**src/include/pia_pkg.sv**
```systemverilog
// Package of constants for the prioritized interrupt arbiter.
`default_nettype none
package pia_pkg;
    // ==========================================================
    // Sizes
    localparam int NUM_SRC = 66;
    localparam int VEC_W = 7;
    localparam int ADDR_W = 24;
    localparam int NUM_PRIO_WORDS = 5;
    localparam int SRC_PER_WORD = 16;
    // ==========================================================
    // Priority field codes: disabled, then levels 0, 1 and 2.
    localparam logic [1:0] PRIO_DIS = 2'h0;
    localparam logic [1:0] PRIO_LVL0 = 2'h1;
    localparam logic [1:0] PRIO_LVL2 = 2'h3;
    localparam logic [1:0] PRIO_RESET = 2'h0;
    // Sources whose priority hardware fixes, and the fixed code.
    localparam logic [NUM_SRC-1:0] FIXED_MASK = 66'h0;
    localparam logic [1:0] FIXED_PRIO = 2'h3;
    // Each vector table entry is two words wide.
    localparam int VEC_SHIFT = 1;
    // ==========================================================
    // Register byte offsets
    localparam logic [7:0] OFS_PRIO0 = 8'h00;
    localparam logic [7:0] OFS_FAST0_MATCH = 8'h14;
    localparam logic [7:0] OFS_FAST1_MATCH = 8'h18;
    localparam logic [7:0] OFS_FAST0_LOW = 8'h1C;
    localparam logic [7:0] OFS_FAST0_HIGH = 8'h20;
    localparam logic [7:0] OFS_FAST1_LOW = 8'h24;
    localparam logic [7:0] OFS_FAST1_HIGH = 8'h28;
    localparam logic [7:0] OFS_VBA = 8'h2C;
    localparam logic [7:0] OFS_STATUS = 8'h30;
    // ==========================================================
    // Reset values
    localparam logic [VEC_W-1:0] MATCH_RESET = 7'h7F;
    localparam logic [15:0] ADDR_LOW_RESET = 16'h0000;
    localparam logic [7:0] ADDR_HIGH_RESET = 8'h00;
    localparam logic [ADDR_W-1:0] VBA_RESET = 24'h000000;
endpackage : pia_pkg
`default_nettype wire

```
**src/pia_irq_arbiter.sv**
```systemverilog
// Prioritized interrupt arbiter with APB registers and fast slots.
//
// Implementation choices: the APB interface to the registers and the register addresses.
`default_nettype none

// Notes on behaviour
// - 66 sources, three levels or disabled each.
// - Per level, lowest active vector number wins.
// - Signal core and present service address.
// - Two fast slots, each matched by vector.
// - Fast only on slot match at level 2.
// - Fast address comes from slot low/high.
// - Fast flagged here before core recognition.
module pia_irq_arbiter
    import pia_pkg::*;
(
    // Clock and reset
    input wire logic clk,
    input wire logic rstn,
    // APB slave
    input wire logic psel,
    input wire logic penable,
    input wire logic pwrite,
    input wire logic [7:0] paddr,
    input wire logic [31:0] pwdata,
    output logic [31:0] prdata,
    output logic pready,
    output logic pslverr,
    // Peripheral requests, same clock, level sensitive
    input wire logic [NUM_SRC-1:0] src_irq,
    // Core side
    input wire logic [1:0] core_min_level,
    output logic irq_req,
    output logic irq_fast,
    output logic [1:0] irq_level,
    output logic [VEC_W-1:0] irq_vector,
    output logic [ADDR_W-1:0] irq_addr
);
    // ==========================================================
    // Helpers
    function automatic logic [VEC_W:0] pia_lowest(
        input logic [NUM_SRC-1:0] v);
        logic [VEC_W:0] r;
        r = '0;
        for (int i = NUM_SRC - 1; i >= 0; i--) begin
            if (v[i]) begin
                r = {1'b1, VEC_W'(i)};
            end
        end
        return r;
    endfunction : pia_lowest

    // ==========================================================
    // Register state
    logic [1:0] prio_q [NUM_SRC];
    logic [1:0] prio_d [NUM_SRC];
    logic [VEC_W-1:0] match_q [2];
    logic [VEC_W-1:0] match_d [2];
    logic [15:0] alow_q [2];
    logic [15:0] alow_d [2];
    logic [7:0] ahigh_q [2];
    logic [7:0] ahigh_d [2];
    logic [ADDR_W-1:0] vba_q, vba_d;
    logic [31:0] prdata_q, prdata_d;
    logic pready_q, pready_d;
    logic pslverr_q, pslverr_d;
    logic [1:0] prio_eff [NUM_SRC];

    logic access, do_wr, mapped;
    logic [5:0] widx;

    assign access = psel && penable;
    assign do_wr = access && pready_q && pwrite;
    assign widx = paddr[7:2];

    always_comb begin
        for (int i = 0; i < NUM_SRC; i++) begin
            prio_eff[i] = FIXED_MASK[i] ? FIXED_PRIO : prio_q[i];
        end
    end

    // ==========================================================
    // Arbitration
    logic [NUM_SRC-1:0] act [3];
    logic [VEC_W:0] win [3];
    logic cand;
    logic [1:0] cand_lvl;
    logic [VEC_W-1:0] cand_vec;
    logic cand_fast;
    logic [ADDR_W-1:0] cand_addr;

    always_comb begin
        for (int l = 0; l < 3; l++) begin
            for (int i = 0; i < NUM_SRC; i++) begin
                // A disabled field matches no level code.
                act[l][i] = src_irq[i] &&
                    (prio_eff[i] == 2'(l + 1));
            end
            win[l] = pia_lowest(act[l]);
        end
        cand = 1'b0;
        cand_lvl = 2'h0;
        cand_vec = '0;
        for (int l = 0; l < 3; l++) begin
            if (win[l][VEC_W]) begin
                cand = 1'b1;
                cand_lvl = 2'(l);
                cand_vec = win[l][VEC_W-1:0];
            end
        end
        cand = cand && (cand_lvl >= core_min_level);
        cand_fast = 1'b0;
        cand_addr = vba_q + (ADDR_W'(cand_vec) << VEC_SHIFT);
        if (cand_lvl == 2'(PRIO_LVL2 - PRIO_LVL0)) begin
            if (cand_vec == match_q[0]) begin
                cand_fast = 1'b1;
                cand_addr = {ahigh_q[0], alow_q[0]};
            end else if (cand_vec == match_q[1]) begin
                cand_fast = 1'b1;
                cand_addr = {ahigh_q[1], alow_q[1]};
            end
        end
    end

    // ==========================================================
    // Core outputs
    logic irq_req_q, irq_req_d, irq_fast_q, irq_fast_d;
    logic [1:0] irq_level_q, irq_level_d;
    logic [VEC_W-1:0] irq_vector_q, irq_vector_d;
    logic [ADDR_W-1:0] irq_addr_q, irq_addr_d;

    always_comb begin
        irq_req_d = cand;
        irq_fast_d = cand && cand_fast;
        irq_level_d = cand ? cand_lvl : 2'h0;
        irq_vector_d = cand ? cand_vec : '0;
        irq_addr_d = cand ? cand_addr : '0;
    end

    always_ff @(posedge clk) begin
        if (!rstn) begin
            irq_req_q <= 1'b0;
            irq_fast_q <= 1'b0;
            irq_level_q <= 2'h0;
            irq_vector_q <= '0;
            irq_addr_q <= '0;
        end else begin
            irq_req_q <= irq_req_d;
            irq_fast_q <= irq_fast_d;
            irq_level_q <= irq_level_d;
            irq_vector_q <= irq_vector_d;
            irq_addr_q <= irq_addr_d;
        end
    end

    // ==========================================================
    // APB slave: one wait state, then a registered answer.
    always_comb begin
        for (int i = 0; i < NUM_SRC; i++) begin
            prio_d[i] = prio_q[i];
            if (do_wr && widx < 6'(NUM_PRIO_WORDS) &&
                    widx == 6'(i / SRC_PER_WORD) && paddr[1:0] == 2'h0) begin
                prio_d[i] = pwdata[2*(i%SRC_PER_WORD) +: 2];
            end
        end
        for (int s = 0; s < 2; s++) begin
            match_d[s] = match_q[s];
            alow_d[s] = alow_q[s];
            ahigh_d[s] = ahigh_q[s];
        end
        vba_d = vba_q;
        if (do_wr) begin
            case (paddr)
                OFS_FAST0_MATCH: match_d[0] = pwdata[VEC_W-1:0];
                OFS_FAST1_MATCH: match_d[1] = pwdata[VEC_W-1:0];
                OFS_FAST0_LOW: alow_d[0] = pwdata[15:0];
                OFS_FAST0_HIGH: ahigh_d[0] = pwdata[7:0];
                OFS_FAST1_LOW: alow_d[1] = pwdata[15:0];
                OFS_FAST1_HIGH: ahigh_d[1] = pwdata[7:0];
                OFS_VBA: vba_d = pwdata[ADDR_W-1:0];
                default: ;
            endcase
        end
        mapped = 1'b1;
        prdata_d = prdata_q;
        case (paddr)
            OFS_FAST0_MATCH: prdata_d = 32'(match_q[0]);
            OFS_FAST1_MATCH: prdata_d = 32'(match_q[1]);
            OFS_FAST0_LOW: prdata_d = 32'(alow_q[0]);
            OFS_FAST0_HIGH: prdata_d = 32'(ahigh_q[0]);
            OFS_FAST1_LOW: prdata_d = 32'(alow_q[1]);
            OFS_FAST1_HIGH: prdata_d = 32'(ahigh_q[1]);
            OFS_VBA: prdata_d = 32'(vba_q);
            OFS_STATUS: prdata_d = {16'h0000, irq_req_q, irq_fast_q,
                irq_level_q, 5'h00, irq_vector_q};
            default: begin
                prdata_d = 32'h00000000;
                mapped = (paddr[1:0] == 2'h0) &&
                    (widx < 6'(NUM_PRIO_WORDS));
                for (int i = 0; i < NUM_SRC; i++) begin
                    if (widx == 6'(i / SRC_PER_WORD)) begin
                        prdata_d[2*(i%SRC_PER_WORD) +: 2] = prio_eff[i];
                    end
                end
            end
        endcase
        if (!(access && !pready_q) || pwrite) begin
            prdata_d = (access && !pready_q) ? 32'h00000000 : prdata_q;
        end
        if (access && !pready_q && !mapped) begin
            prdata_d = 32'h00000000;
        end
        pready_d = access && !pready_q;
        pslverr_d = access && !pready_q && !mapped;
    end

    always_ff @(posedge clk) begin
        if (!rstn) begin
            for (int i = 0; i < NUM_SRC; i++) begin
                prio_q[i] <= PRIO_RESET;
            end
            for (int s = 0; s < 2; s++) begin
                match_q[s] <= MATCH_RESET;
                alow_q[s] <= ADDR_LOW_RESET;
                ahigh_q[s] <= ADDR_HIGH_RESET;
            end
            vba_q <= VBA_RESET;
            prdata_q <= 32'h00000000;
            pready_q <= 1'b0;
            pslverr_q <= 1'b0;
        end else begin
            prio_q <= prio_d;
            match_q <= match_d;
            alow_q <= alow_d;
            ahigh_q <= ahigh_d;
            vba_q <= vba_d;
            prdata_q <= prdata_d;
            pready_q <= pready_d;
            pslverr_q <= pslverr_d;
        end
    end

    assign prdata = prdata_q;
    assign pready = pready_q;
    assign pslverr = pslverr_q;
    assign irq_req = irq_req_q;
    assign irq_fast = irq_fast_q;
    assign irq_level = irq_level_q;
    assign irq_vector = irq_vector_q;
    assign irq_addr = irq_addr_q;

    logic [NUM_SRC-1:0] lower_same;
    always_comb begin
        for (int i = 0; i < NUM_SRC; i++) begin
            lower_same[i] = act[irq_level_q][i] &&
                (VEC_W'(i) < irq_vector_q);
        end
    end

    // Enabled and active sources, delayed to line up with the winner.
    logic [NUM_SRC-1:0] en_act_q;
    always_ff @(posedge clk) begin
        for (int i = 0; i < NUM_SRC; i++) begin
            en_act_q[i] <= src_irq[i] && prio_eff[i] != PRIO_DIS;
        end
    end
endmodule : pia_irq_arbiter
`default_nettype wire

```
**config.mk**
```make
export PLATFORM = sky130hd
export DESIGN_NAME = pia_irq_arbiter
export DESIGN_NICKNAME = d
export VERILOG_FILES = /design/src/include/pia_pkg.sv /design/src/pia_irq_arbiter.sv
export SDC_FILE = /design/constraint.sdc
export NUM_CORES = 1
export LEC_CHECK = 0
export BUFFER_PORTS_ARGS = -buffer_cell sky130_fd_sc_hd__buf_2
export CAP_MARGIN = 20
export CORE_MARGIN = 2
export CORE_UTILIZATION = 24
export CTS_BUF_LIST = sky130_fd_sc_hd__clkbuf_2
export CTS_CLUSTER_SIZE = 16
export DETAILED_ROUTE_END_ITERATION = 12
export GPL_TIMING_DRIVEN = 0
export PLACE_DENSITY_LB_ADDON = 0.3
export REMOVE_ABC_BUFFERS = 1
export SLEW_MARGIN = 20
export SYNTH_ARGS = -nofsm -noshare
export SYNTH_HDL_FRONTEND = slang
export SYNTH_SLANG_ARGS = --single-unit
```
**constraint.sdc**
```tcl
create_clock -name clk -period 6.6 [get_ports clk]
set_clock_uncertainty 0.2 [all_clocks]
set_input_delay 0.66 -clock clk [delete_from_list [all_inputs] [get_ports clk]]
set_output_delay 0.66 -clock clk [all_outputs]
set_load 0.01 [all_outputs]
```
### Yosys cells after proc, flatten, opt, wreduce, memory -nomap -nowiden

Index checks and enable logic that the tools add are counted.

| storage, ports and cells | value |
|---|---|
| register bits | 287 |
| latch bits | 0 |
| RAM bits | 0 |
| ROM bits | 0 |
| input bits | 113 |
| word-level logic and storage cells | 814 |
| memories | 0 |

| operators by class | value |
|---|---|
| add/subtract/negate cells | 1 |
| multipliers | 0 |
| div/mod/pow operators | 0 |
| $lt $le $gt $ge | 2 |
| equal/unequal tests | 214 |
| shifts and indexed selects | 0 |
| mux-type cells | 282 |
| bitwise operators | 1 |
| reduce and logical (&&, ||, !) cells | 233 |

Operators by type and width:

| kind | number |
|---|---|
| $mux W8 | 198 |
| $eq A2 B2 Y1 const B | 133 |
| $pmux W32 S8 | 1 |
| $logic_and A1 B1 Y1 | 217 |
| $mux W2 | 67 |
| $eq A2 B1 Y1 const B | 66 |
| $mux W24 | 3 |
| $mux W32 | 2 |
| $eq A8 B6 Y1 const B | 5 |
| $add A24 B8 Y24 | 1 |
| $eq A8 B5 Y1 const B | 3 |
| $mux W7 | 3 |
| $reduce_and A2 Y1 | 8 |
| $eq A7 B7 Y1 | 2 |
| $eq A6 B2 Y1 const B | 2 |
| $mux W1 | 8 |
| $reduce_or A8 Y1 | 1 |
| $eq A6 B1 Y1 const B | 1 |
| $eq A6 B3 Y1 const B | 1 |
| $logic_not A6 Y1 | 1 |
| $lt A6 B3 Y1 const B | 1 |
| $logic_not A1 Y1 | 3 |
| $ge A2 B2 Y1 | 1 |
| $logic_not A2 Y1 | 1 |
| 4 further kinds | 4 |

### Longest topological paths before layout

Gate-level depths: netlist (run 1).

| logic depth | value |
|---|---|
| depth after elaboration | 76 |
| gate-level depth with buffers | 24 |
| gate-level depth less buffers | 24 |

### Worst setup path before layout (run 1)

Ideal clock, no wire load.

| timing | value |
|---|---|
| kind | input -> register |
| start | input src_irq[20] |
| end | register irq_addr_q[20] (netlist: irq_addr[20]) |
| data arrival time | 5,558 ps |
| data required time | 6,278 ps |
| slack | 720 ps |
| stages on the path | 22 |
| path buffers | 0 |
| cells stage by stage | and3b_1 or4_4 or3_1 or4_4 or3_4 nand4_1 o22ai_1 nor2_1 inv_1 ha_1 a21o_1 a21oi_1 o21ai_0 a21oi_1 o21ai_0 a21oi_1 nor3b_1 and4_1 nand3_1 xnor2_1 mux2_4 a221o_1 |

| on the way | value |
|---|---|
| longest elaborated chain between the ends | 29 |
| elaborated cells between the ends (all ways) | 84 |

Ends and longest elaborated chain:

| what | RTL line | source |
|---|---|---|
| start: declaration | pia_irq_arbiter.sv:30 | `input wire logic [NUM_SRC-1:0] src_irq,` |
| $logic_and A1 B1 Y1 | pia_irq_arbiter.sv:96 | `act[l][i] = src_irq[i] &&` |
| $mux W8 (21 in series) | pia_irq_arbiter.sv:46 | `if (v[i]) begin` |
| $mux W7 (2 in series) | pia_irq_arbiter.sv:105 | `if (win[l][VEC_W]) begin` |
| $mux W7 * | pia_irq_arbiter.sv:105 |  |
| via cand_vec[1] | pia_irq_arbiter.sv:88 | `logic [VEC_W-1:0] cand_vec;` |
| $add A24 B8 Y24 or $eq A7 B7 Y1 (tied branches) | pia_irq_arbiter.sv:113, pia_irq_arbiter.sv:118 |  |
| $mux W24 | pia_irq_arbiter.sv:118 | `end else if (cand_vec == match_q[1]) begin` |
| $mux W24 | pia_irq_arbiter.sv:115 | `if (cand_vec == match_q[0]) begin` |
| $mux W24 * | pia_irq_arbiter.sv:114 | `if (cand_lvl == 2'(PRIO_LVL2 - PRIO_LVL0)) begin` |
| end signal: assignment | pia_irq_arbiter.sv:152 | `irq_addr_q <= irq_addr_d;` |
| end: declaration | pia_irq_arbiter.sv:130 | `logic [ADDR_W-1:0] irq_addr_q, irq_addr_d;` |

The timed path passes the listed nets; every way through them passes the cells marked *.
A chain may end at the register's enable or synchronous reset.

### Final worst setup path (run 1)

| timing | value |
|---|---|
| start | register prio_q, in the netlist prio_eff[88] |
| end | register irq_addr_q[20] (netlist: irq_addr[20]) |

| on the way | value |
|---|---|
| longest elaborated chain between the ends | 31 |
| elaborated cells between the ends (all ways) | 90 |

Ends and longest elaborated chain:

| what | RTL line | source |
|---|---|---|
| start: declaration | pia_irq_arbiter.sv:55 | `logic [1:0] prio_q [NUM_SRC];` |
| start signal: assignment | pia_irq_arbiter.sv:232 | `prio_q <= prio_d;` |
| $eq A2 B1 Y1 | pia_irq_arbiter.sv:97 | `(prio_eff[i] == 2'(l + 1));` |
| $logic_and A1 B1 Y1 | pia_irq_arbiter.sv:96 |  |
| $mux W8 (22 in series) | pia_irq_arbiter.sv:46 |  |
| $mux W7 (2 in series) | pia_irq_arbiter.sv:105 |  |
| $mux W7 * | pia_irq_arbiter.sv:105 |  |
| via cand_vec[1] | pia_irq_arbiter.sv:88 |  |
| $add A24 B8 Y24 or $eq A7 B7 Y1 (tied branches) | pia_irq_arbiter.sv:113, pia_irq_arbiter.sv:118 |  |
| $mux W24 | pia_irq_arbiter.sv:118 |  |
| $mux W24 | pia_irq_arbiter.sv:115 |  |
| $mux W24 * | pia_irq_arbiter.sv:114 |  |

Marks and branches as above.

==> flow_metrics.py, run 1 <==
metrics = {
    "placement": {
        "hpwl_um": 68500,
        "placed_cells_incl_taps": 3231,
        "globalplace.congestion": 0.992,
        "place.port_buffers": 181,
        "place_area_um2": 18800,
    },
    "floorplan": {
        "die_area_um2": 71500,
        "design.core.area_um2": 68600,
        "placementRows": 96,
        "die_width_um": 267,
        "boundaryPins": 182,
        "initial_utilization_pct": 24.3,
        "chipHeight_um": 267,
    },
    "synth": {
        "yosysUniqueCellTypes": 78,
        "synth-edff-count": 0,
        "synth_top_flop_cell": "sky130_fd_sc_hd__dfxtp_1",
        "post_synth_instance_area_um2": 16700,
        "synth_warnings": 0,
        "syn_inst": 2202,
        "synth_area_per_cell_um2": 7.56,
        "synth-seq-area-share_pct": 34.5,
        "synth-async-reset-ratio_pct": 0,
        "synth_seq_cells": 287,
    },
    "setup_path": {
        "crit_slowest_cell": "sky130_fd_sc_hd__or4_4",
        "crit_fanout": 5,
        "worst_ep_arrival_time_ps": 7080,
        "critical_path_required_time_ps": 7340,
        "timing.setup.critical_path_class": "flip-flop to flip-flop",
        "crit_path_cell_trace": "and3b_1 > or4_4 > or3_1 > or4_4 > or3_4 > nand4_1 > o22ai_1 > nor2_2 > inv_1 > ha_1 > a21o_1 > a21oi_1 > o21ai_0 > a21oi_1 > o21ai_0 > a21oi_2 > nor3b_4 > and4_1 > nand3_1 > xnor2_1 > mux2_4 > a221o_1",
        "delay_contributed_by_the_slowest_stage_of_the_critical_path_ps": 600,
        "cp-end-kind": "flip-flop",
        "critPathLaunchType": "flip-flop",
        "worst-path-buf-inv": 1,
        "cpLargestDelayFamily": "simple AND/OR/NAND/NOR gates",
    },
    "global_routing": {
        "grt_remaining_overflow": 0,
        "vias_in_the_first_global_route": 17800,
        "pin_count_of_the_biggest_net_entering_global_routing": 126,
        "antenna_found_initial": 5,
        "global_route.usage.total_pct": 23.8,
        "grt_pass1_wl_um": 123000,
    },
    "pwr": {
        "pwr_density_cell_nw_per_um2": 166,
        "total_leakage_power_nw": 7.93,
        "totalPowerFinal_mw": 3.34,
        "vdd_drop_max_mv": 0.0944,
    },
    "clock_network": {
        "htree_levels": 3,
        "cts.clk_slew.worst_paths_ps": 100,
        "clock_sinks": 287,
        "tritoncts": "yes",
        "ctsLongestPathBuffers": 3,
        "clkLatencyLatePin_ps": 1120,
        "cts.root.buffer_cell": "sky130_fd_sc_hd__clkbuf_2",
        "cts-buffers-inserted": 78,
    },
    "route": {
        "ant_nets": 0,
        "routed_via_density": 5.48,
        "route.vias.total": 18700,
        "drtIter0Drc": 1998,
        "totalWireLength_um": 86700,
        "post_route_drc_violation_count": 0,
        "drt_pass1_iterations": 7,
        "wl_per_cell_um": 25.4,
    },
    "finish": {
        "layout.nets": 2548,
        "layout-drive-gt1-share_pct": 17.8,
        "final_design_area_no_fill_um2": 20200,
        "layout.cells.non_filler": 3414,
        "syn2layout_area_growth_pct": 21.3,
    },
    "timing": {
        "grt_setup_unrepaired": "false",
        "max_slew_margin_pct": 20.3,
        "final-max-slew-violation-count": 0,
        "layout_min_cycle_time_ps": 6340,
        "timing_hold_violations_final": 0,
        "ratio_of_final_minimum_period_to_clock_period_pct": 96.1,
        "timing_worst_slew_pin_value_ps": 1190,
        "fmax_mhz": 158,
        "setup_violations": 0,
    },
    "outcome": {
        "status": "complete, no violations",
    },
    "flow_run": {
        "maxCapViolCount": 0,
    },
    "worst_hold_path": {
        "worst_hold_path_type": "input pin to flip-flop",
    },
}
-- area by class of cell --
| class | count | area [um^2] |
|---|---|---|
| Inverter | 25 | 103 |
| Clock inverter | 19 | 160 |
| Tap cell | 931 | 1160 |
| Antenna cell | 3 | 7.51 |
| Clock buffer | 116 | 581 |
| Sequential cell | 287 | 5750 |
| Fill cell | 7545 | 48400 |
| Timing Repair Buffer | 259 | 1780 |
| Multi-Input combinational cell | 1774 | 10600 |
-- synthesized netlist by cell type, types with 17 or more instances --
library cell / n / area, um^2
sky130_fd_sc_hd__clkbuf_1: 105 / 394
sky130_fd_sc_hd__dfxtp_1: 287 / 5750
sky130_fd_sc_hd__nand3b_1: 70 / 526
sky130_fd_sc_hd__nor3_1: 33 / 165
sky130_fd_sc_hd__xnor2_1: 19 / 166
sky130_fd_sc_hd__a222oi_1: 31 / 310
sky130_fd_sc_hd__o211ai_1: 24 / 180
sky130_fd_sc_hd__nor4_1: 27 / 169
sky130_fd_sc_hd__nand2_1: 531 / 1990
sky130_fd_sc_hd__a21oi_1: 243 / 1220
sky130_fd_sc_hd__inv_1: 23 / 86.3
sky130_fd_sc_hd__nor2_1: 137 / 514
sky130_fd_sc_hd__and3b_1: 64 / 561
sky130_fd_sc_hd__and3_1: 18 / 113
sky130_fd_sc_hd__and2_1: 18 / 113
sky130_fd_sc_hd__mux2i_1: 50 / 500
sky130_fd_sc_hd__o21ai_0: 61 / 305
sky130_fd_sc_hd__a211oi_1: 20 / 150
sky130_fd_sc_hd__or3_1: 17 / 106
sky130_fd_sc_hd__nand3_1: 105 / 526
sky130_fd_sc_hd__nand4_1: 39 / 244
sky130_fd_sc_hd__nand2b_1: 18 / 113
-- cell usage in the layout (no fill, tap or decap), types with 11 or more instances in the layout --
cell type / netlist / layout
sky130_fd_sc_hd__nor2b_1: 12 / 11
sky130_fd_sc_hd__nor2_1: 137 / 130
sky130_fd_sc_hd__and2_1: 18 / 17
sky130_fd_sc_hd__a222oi_1: 31 / 31
sky130_fd_sc_hd__mux2i_1: 50 / 50
sky130_fd_sc_hd__nand4_1: 39 / 39
sky130_fd_sc_hd__nand3_1: 105 / 105
sky130_fd_sc_hd__or3_1: 17 / 17
sky130_fd_sc_hd__a221oi_1: 11 / 11
sky130_fd_sc_hd__clkbuf_2: 0 / 116
sky130_fd_sc_hd__buf_2: 2 / 189
sky130_fd_sc_hd__o21a_1: 11 / 11
sky130_fd_sc_hd__xor2_1: 11 / 11
sky130_fd_sc_hd__dlygate4sd3_1: 0 / 42
sky130_fd_sc_hd__inv_1: 23 / 23
sky130_fd_sc_hd__and3b_1: 64 / 64
sky130_fd_sc_hd__nand2b_1: 18 / 17
sky130_fd_sc_hd__and3_1: 18 / 17
sky130_fd_sc_hd__buf_4: 0 / 12
sky130_fd_sc_hd__clkinv_1: 1 / 12
sky130_fd_sc_hd__nor4_1: 27 / 18
sky130_fd_sc_hd__dfxtp_1: 287 / 285
sky130_fd_sc_hd__o21ai_0: 61 / 60
sky130_fd_sc_hd__a211oi_1: 20 / 20
sky130_fd_sc_hd__o211ai_1: 24 / 24
sky130_fd_sc_hd__xnor2_1: 19 / 19
sky130_fd_sc_hd__mux4_2: 16 / 16
sky130_fd_sc_hd__nor3_1: 33 / 28
sky130_fd_sc_hd__nand3b_1: 70 / 70
sky130_fd_sc_hd__a22oi_1: 13 / 13
sky130_fd_sc_hd__a31oi_1: 16 / 14
sky130_fd_sc_hd__a21oi_1: 243 / 242
sky130_fd_sc_hd__nand2_1: 531 / 526
-- layer usage --
layer  vias to the layer above  wire length [um]  track usage (%)
met2                       932             40500             39.7
li1                       8527                 -                -
met3                       165              6580             3.50
met5                         -                13                0
met4                         2              2780             7.87
met1                      9066             36800             31.5
-- final timing paths --
check	cells past startpoint	slack, ps	startpoint	to
worst max-delay path	22	260	prio_eff[88]	irq_addr[20]
worst min-delay path	4	170	paddr[2]	prdata[24]
worst max register to register	22	260	prio_eff[88]	irq_addr[20]
worst min register to register	2	260	prdata[3]	prdata[3]
-- power by group --
| group | total [mW] | leakage (nW) | internal, mW | switching, mW |
|---|---|---|---|---|
| registers | 1.73 | 2.31 | 1.73 | 0.000342 |
| clock network | 1.41 | 0.556 | 0.584 | 0.831 |
| logic | 0.199 | 5.06 | 0.0623 | 0.137 |
-- flip-flops by register name (all words and copies together), names as in the netlist --
| signal | flops |
|---|---|
| prio_eff | 132 |
| alow_q | 32 |
| prdata | 32 |
| irq_level | 2 |
| irq_addr | 24 |
| pslverr | 1 |
| ahigh_q | 16 |
| match_q | 14 |
| vba_q | 24 |
| irq_req | 1 |
| irq_fast | 1 |
| pready | 1 |
| irq_vector | 7 |
-- cells by family (layout without fill, tap and decap cells) --
family / Yosys count / after routing / synth area share [%]
and+or+nand+nor: 1127 / 1127 / 33.2
buffers and inverters: 141 / 419 / 3.19
adders and majority gates: 10 / 10 / 0.797
muxes: 75 / 75 / 5.85
DFF: 287 / 287 / 34.5
other: 0 / 3 / 0
xor gates and xnor gates: 30 / 30 / 1.58
AOI/OAI and AO/OA: 532 / 532 / 20.9
-- what timing repair did --
action,CTS,global route
hold endpoints to repair,234,0
gates resized for setup,18,18
setup endpoints to repair,24,16
hold buffers,42,0
pin swaps,0,5
setup buffers,0,3
-- worst min-delay path, cell delays in order --
cell	delay [ps]
sky130_fd_sc_hd__buf_4	230
sky130_fd_sc_hd__mux4_2	290
sky130_fd_sc_hd__a32oi_1	100
sky130_fd_sc_hd__nor2_1	70
-- stage by stage --
stage,hold slack [ps],utilization [%],TNS (ps),setup WS [ps]
finish,168,29.4,0,260
global route,105,29.4,0,18.2
CTS,2.47,29.3,0,13.8
detailed placement,247,27.4,-20180,-1400
global placement,245,26.7,-307050,-3950
floorplan,244,-,-6.28,-6.28
(Power assumes the default switching activity.)
==> run 2, diff against run 1 <==
==> constraint.sdc (replaced) <==
create_clock -name clk -period 6.6 [get_ports clk]
set_clock_uncertainty 0.2 [all_clocks]
set_input_delay 1.32 -clock clk [delete_from_list [all_inputs] [get_ports clk]]
set_output_delay 1.32 -clock clk [all_outputs]
set_load 0.01 [all_outputs]
==> flow_metrics.py, run 2 (same netlist as run 1, synthesis figures left out) <==
metrics = {
    "outcome": {
        "status": "complete, no violations",
    },
    "global_routing": {
        "vias_in_the_first_global_route": 17600,
        "grt_busiest_layer": "met2",
        "global_route.usage.total_pct": 23.8,
        "antenna_found_initial": 5,
        "groute.layer.met3.usage_pct": 3.38,
        "globalRouteMet2Util_pct": 39.6,
        "grt_pass1_wl_um": 123000,
        "pin_count_of_the_biggest_net_entering_global_routing": 126,
        "use_met1_pct": 31.6,
        "grt_remaining_overflow": 0,
    },
    "route": {
        "ant_nets": 0,
        "route.vias.total": 18500,
        "drt_pass1_iterations": 7,
        "wl_per_cell_um": 25.7,
        "post_route_drc_violation_count": 0,
        "routed_via_density": 5.48,
        "totalWireLength_um": 86600,
        "drtIter0Drc": 1978,
    },
    "clock_network": {
        "cts-buffers-inserted": 78,
        "ctsLongestPathBuffers": 3,
        "cts.clk_slew.worst_paths_ps": 100,
        "clock_sinks": 287,
        "cts.root.buffer_cell": "sky130_fd_sc_hd__clkbuf_2",
        "clkLatencyLatePin_ps": 1120,
        "tritoncts": "yes",
        "htree_levels": 3,
        "cts.hold.buffers_added": 0,
    },
    "placement": {
        "hpwl_um": 68500,
        "globalplace.congestion": 0.992,
        "placed_cells_incl_taps": 3231,
        "place.port_buffers": 181,
    },
    "finish": {
        "fin_util_pct": 28.8,
        "layout.cells.non_filler": 3373,
        "nFillCells": 7573,
        "layout.nets": 2506,
        "largest_reg_flops": 132,
        "layout-drive-gt1-share_pct": 18.1,
        "multi_input_comb_area_um2": 10600,
        "syn2layout_area_growth_pct": 18.8,
        "register_area_um2": 5750,
        "layout.cells.most_common_list": "sky130_fd_sc_hd__nand2_1 (526), sky130_fd_sc_hd__dfxtp_1 (285), sky130_fd_sc_hd__a21oi_1 (242)",
        "layout_commonest_cell": "sky130_fd_sc_hd__nand2_1",
    },
    "timing": {
        "final-max-slew-violation-count": 0,
        "layout_min_cycle_time_ps": 6310,
        "ratio_of_final_minimum_period_to_clock_period_pct": 95.7,
        "fmax_mhz": 158,
        "grt_setup_unrepaired": "false",
        "max_slew_margin_pct": 18.6,
        "setup_violations": 0,
        "timing_worst_slew_pin_value_ps": 1220,
        "timing_hold_violations_final": 0,
    },
    "floorplan": {
        "initial_utilization_pct": 24.3,
        "design.core.area_um2": 68600,
        "boundaryPins": 182,
        "chipHeight_um": 267,
        "placementRows": 96,
        "die_width_um": 267,
        "die_area_um2": 71500,
    },
    "setup_path": {
        "timing.setup.critical_path_class": "input pin to flip-flop",
        "reg2reg_setup_slack_ps": 290,
        "r2r_cells": 22,
        "cpLargestDelayFamily": "simple AND/OR/NAND/NOR gates",
        "critPathLaunchType": "input pin",
        "delay_contributed_by_the_slowest_stage_of_the_critical_path_ps": 450,
        "critPathMostFrequentCell": "sky130_fd_sc_hd__nand3_1",
        "r2r_end": "irq_addr[20]",
        "critical_path_required_time_ps": 7350,
        "crit_fanout": 10,
        "crit_slowest_cell": "sky130_fd_sc_hd__nor4_4",
        "cp-end-kind": "flip-flop",
        "worst-path-buf-inv": 5,
        "r2r_start": "prio_eff[88]",
        "worst_ep_arrival_time_ps": 7060,
    },
    "pwr": {
        "vdd_drop_max_mv": 0.0938,
        "pwr_density_cell_nw_per_um2": 169,
        "seq_power_share_pct": 51.9,
        "netSwitchingPower_uw": 972,
        "total_leakage_power_nw": 7.75,
        "switching_share_pct": 29.1,
        "p_int_mw": 2.36,
        "clkPwrFrac_pct": 42.6,
        "comb_power_share_pct": 5.4,
        "totalPowerFinal_mw": 3.33,
    },
    "worst_hold_path": {
        "min_path_cells": 2,
        "min_from": "prdata[3]",
        "worstHoldEndpoint": "prdata[3]",
        "worst_hold_path_type": "flip-flop to flip-flop",
    },
    "flow_run": {
        "maxCapViolCount": 0,
    },
}
-- run 2: cell types whose count changed in the layout (fill, tap and decap cells not counted), sizes merged --
cell and delta:
dlygate4sd3 -42, diode +1
-- run 2: worst reg2reg max path, cell delays in order, from the launching register on --
cell,delay [ps]
sky130_fd_sc_hd__dfxtp_2,410
sky130_fd_sc_hd__and3b_1,270
sky130_fd_sc_hd__or4_4,550
sky130_fd_sc_hd__or3_1,390
sky130_fd_sc_hd__or4_4,600
sky130_fd_sc_hd__or3_4,440
sky130_fd_sc_hd__nand4_1,110
sky130_fd_sc_hd__o22ai_1,190
sky130_fd_sc_hd__nor2_2,260
sky130_fd_sc_hd__inv_1,70
sky130_fd_sc_hd__ha_1,280
sky130_fd_sc_hd__a21o_1,110
sky130_fd_sc_hd__a21oi_1,90
sky130_fd_sc_hd__o21ai_0,170
sky130_fd_sc_hd__a21oi_1,120
sky130_fd_sc_hd__o21ai_0,230
sky130_fd_sc_hd__a21oi_2,150
sky130_fd_sc_hd__nor3b_4,330
sky130_fd_sc_hd__and4_1,320
sky130_fd_sc_hd__nand3_1,110
sky130_fd_sc_hd__xnor2_1,200
sky130_fd_sc_hd__mux2_4,290
sky130_fd_sc_hd__a221o_1,300
-- run 2: timing repair --
item / 4_1_cts / 5_1_grt
resized for setup: 18 / 18
setup buffers: 0 / 3
pin swaps: 0 / 5
endpoints found under the setup margin: 24 / 16
-- run 2: worst max-delay path by stage --
stage,from,end,slack [ps],cells after the start
3_5_place_dp,src_irq[18],irq_addr[20],-2060,26
2_1_floorplan,src_irq[16],irq_addr[20],-670,23
4_1_cts,prio_eff[94],irq_addr[20],10,25
3_3_place_gp,src_irq[18],irq_addr[20],-4610,24
5_1_grt,prio_eff[90],irq_addr[20],20,22
6_report,src_irq[18],irq_addr[20],290,26
-- run 2: area by class of cell --
class / count / share of cell area [%]
Tap cell: 931 / 5.89
Sequential cell: 287 / 29.1
Clock buffer: 116 / 2.94
Inverter: 25 / 0.519
Antenna cell: 4 / 0.0506
Multi-Input combinational cell: 1774 / 53.8
Clock inverter: 19 / 0.810
Timing Repair Buffer: 217 / 6.89
-- run 2: power groups by stage --
stage | Clock (mW) | Combinational [mW] | Sequential [mW]
after global routing | 1.54 | 0.189 | 1.73
final | 1.42 | 0.181 | 1.73
after global placement | 0 | 0.164 | 1.77
after detailed placement | 0 | 0.178 | 1.77
after CTS | 1.46 | 0.178 | 1.73
after floorplan | 0 | 0.0396 | 1.77
-- run 2: stage by stage --
step | setup slack (ps) | instance area [um^2] | hold slack, ps | TNS (ps)
after detailed placement | -2060 | 18800 | 247 | -36680
after CTS | 13.8 | 19700 | 113 | 0
final | 286 | 19800 | 260 | 0
after floorplan | -666 | 16200 | 244 | -3390
after global placement | -4610 | 18300 | 245 | -414630
after global routing | 18.0 | 19800 | 210 | 0
-- run 2: per-layer routing --
metal  share of wire, %  vias to the layer above
li1                   -                     8437
met4                3.1                        2
met1                 43                     9039
met2                 47                      867
met3                7.5                      148
met5              0.015                        -
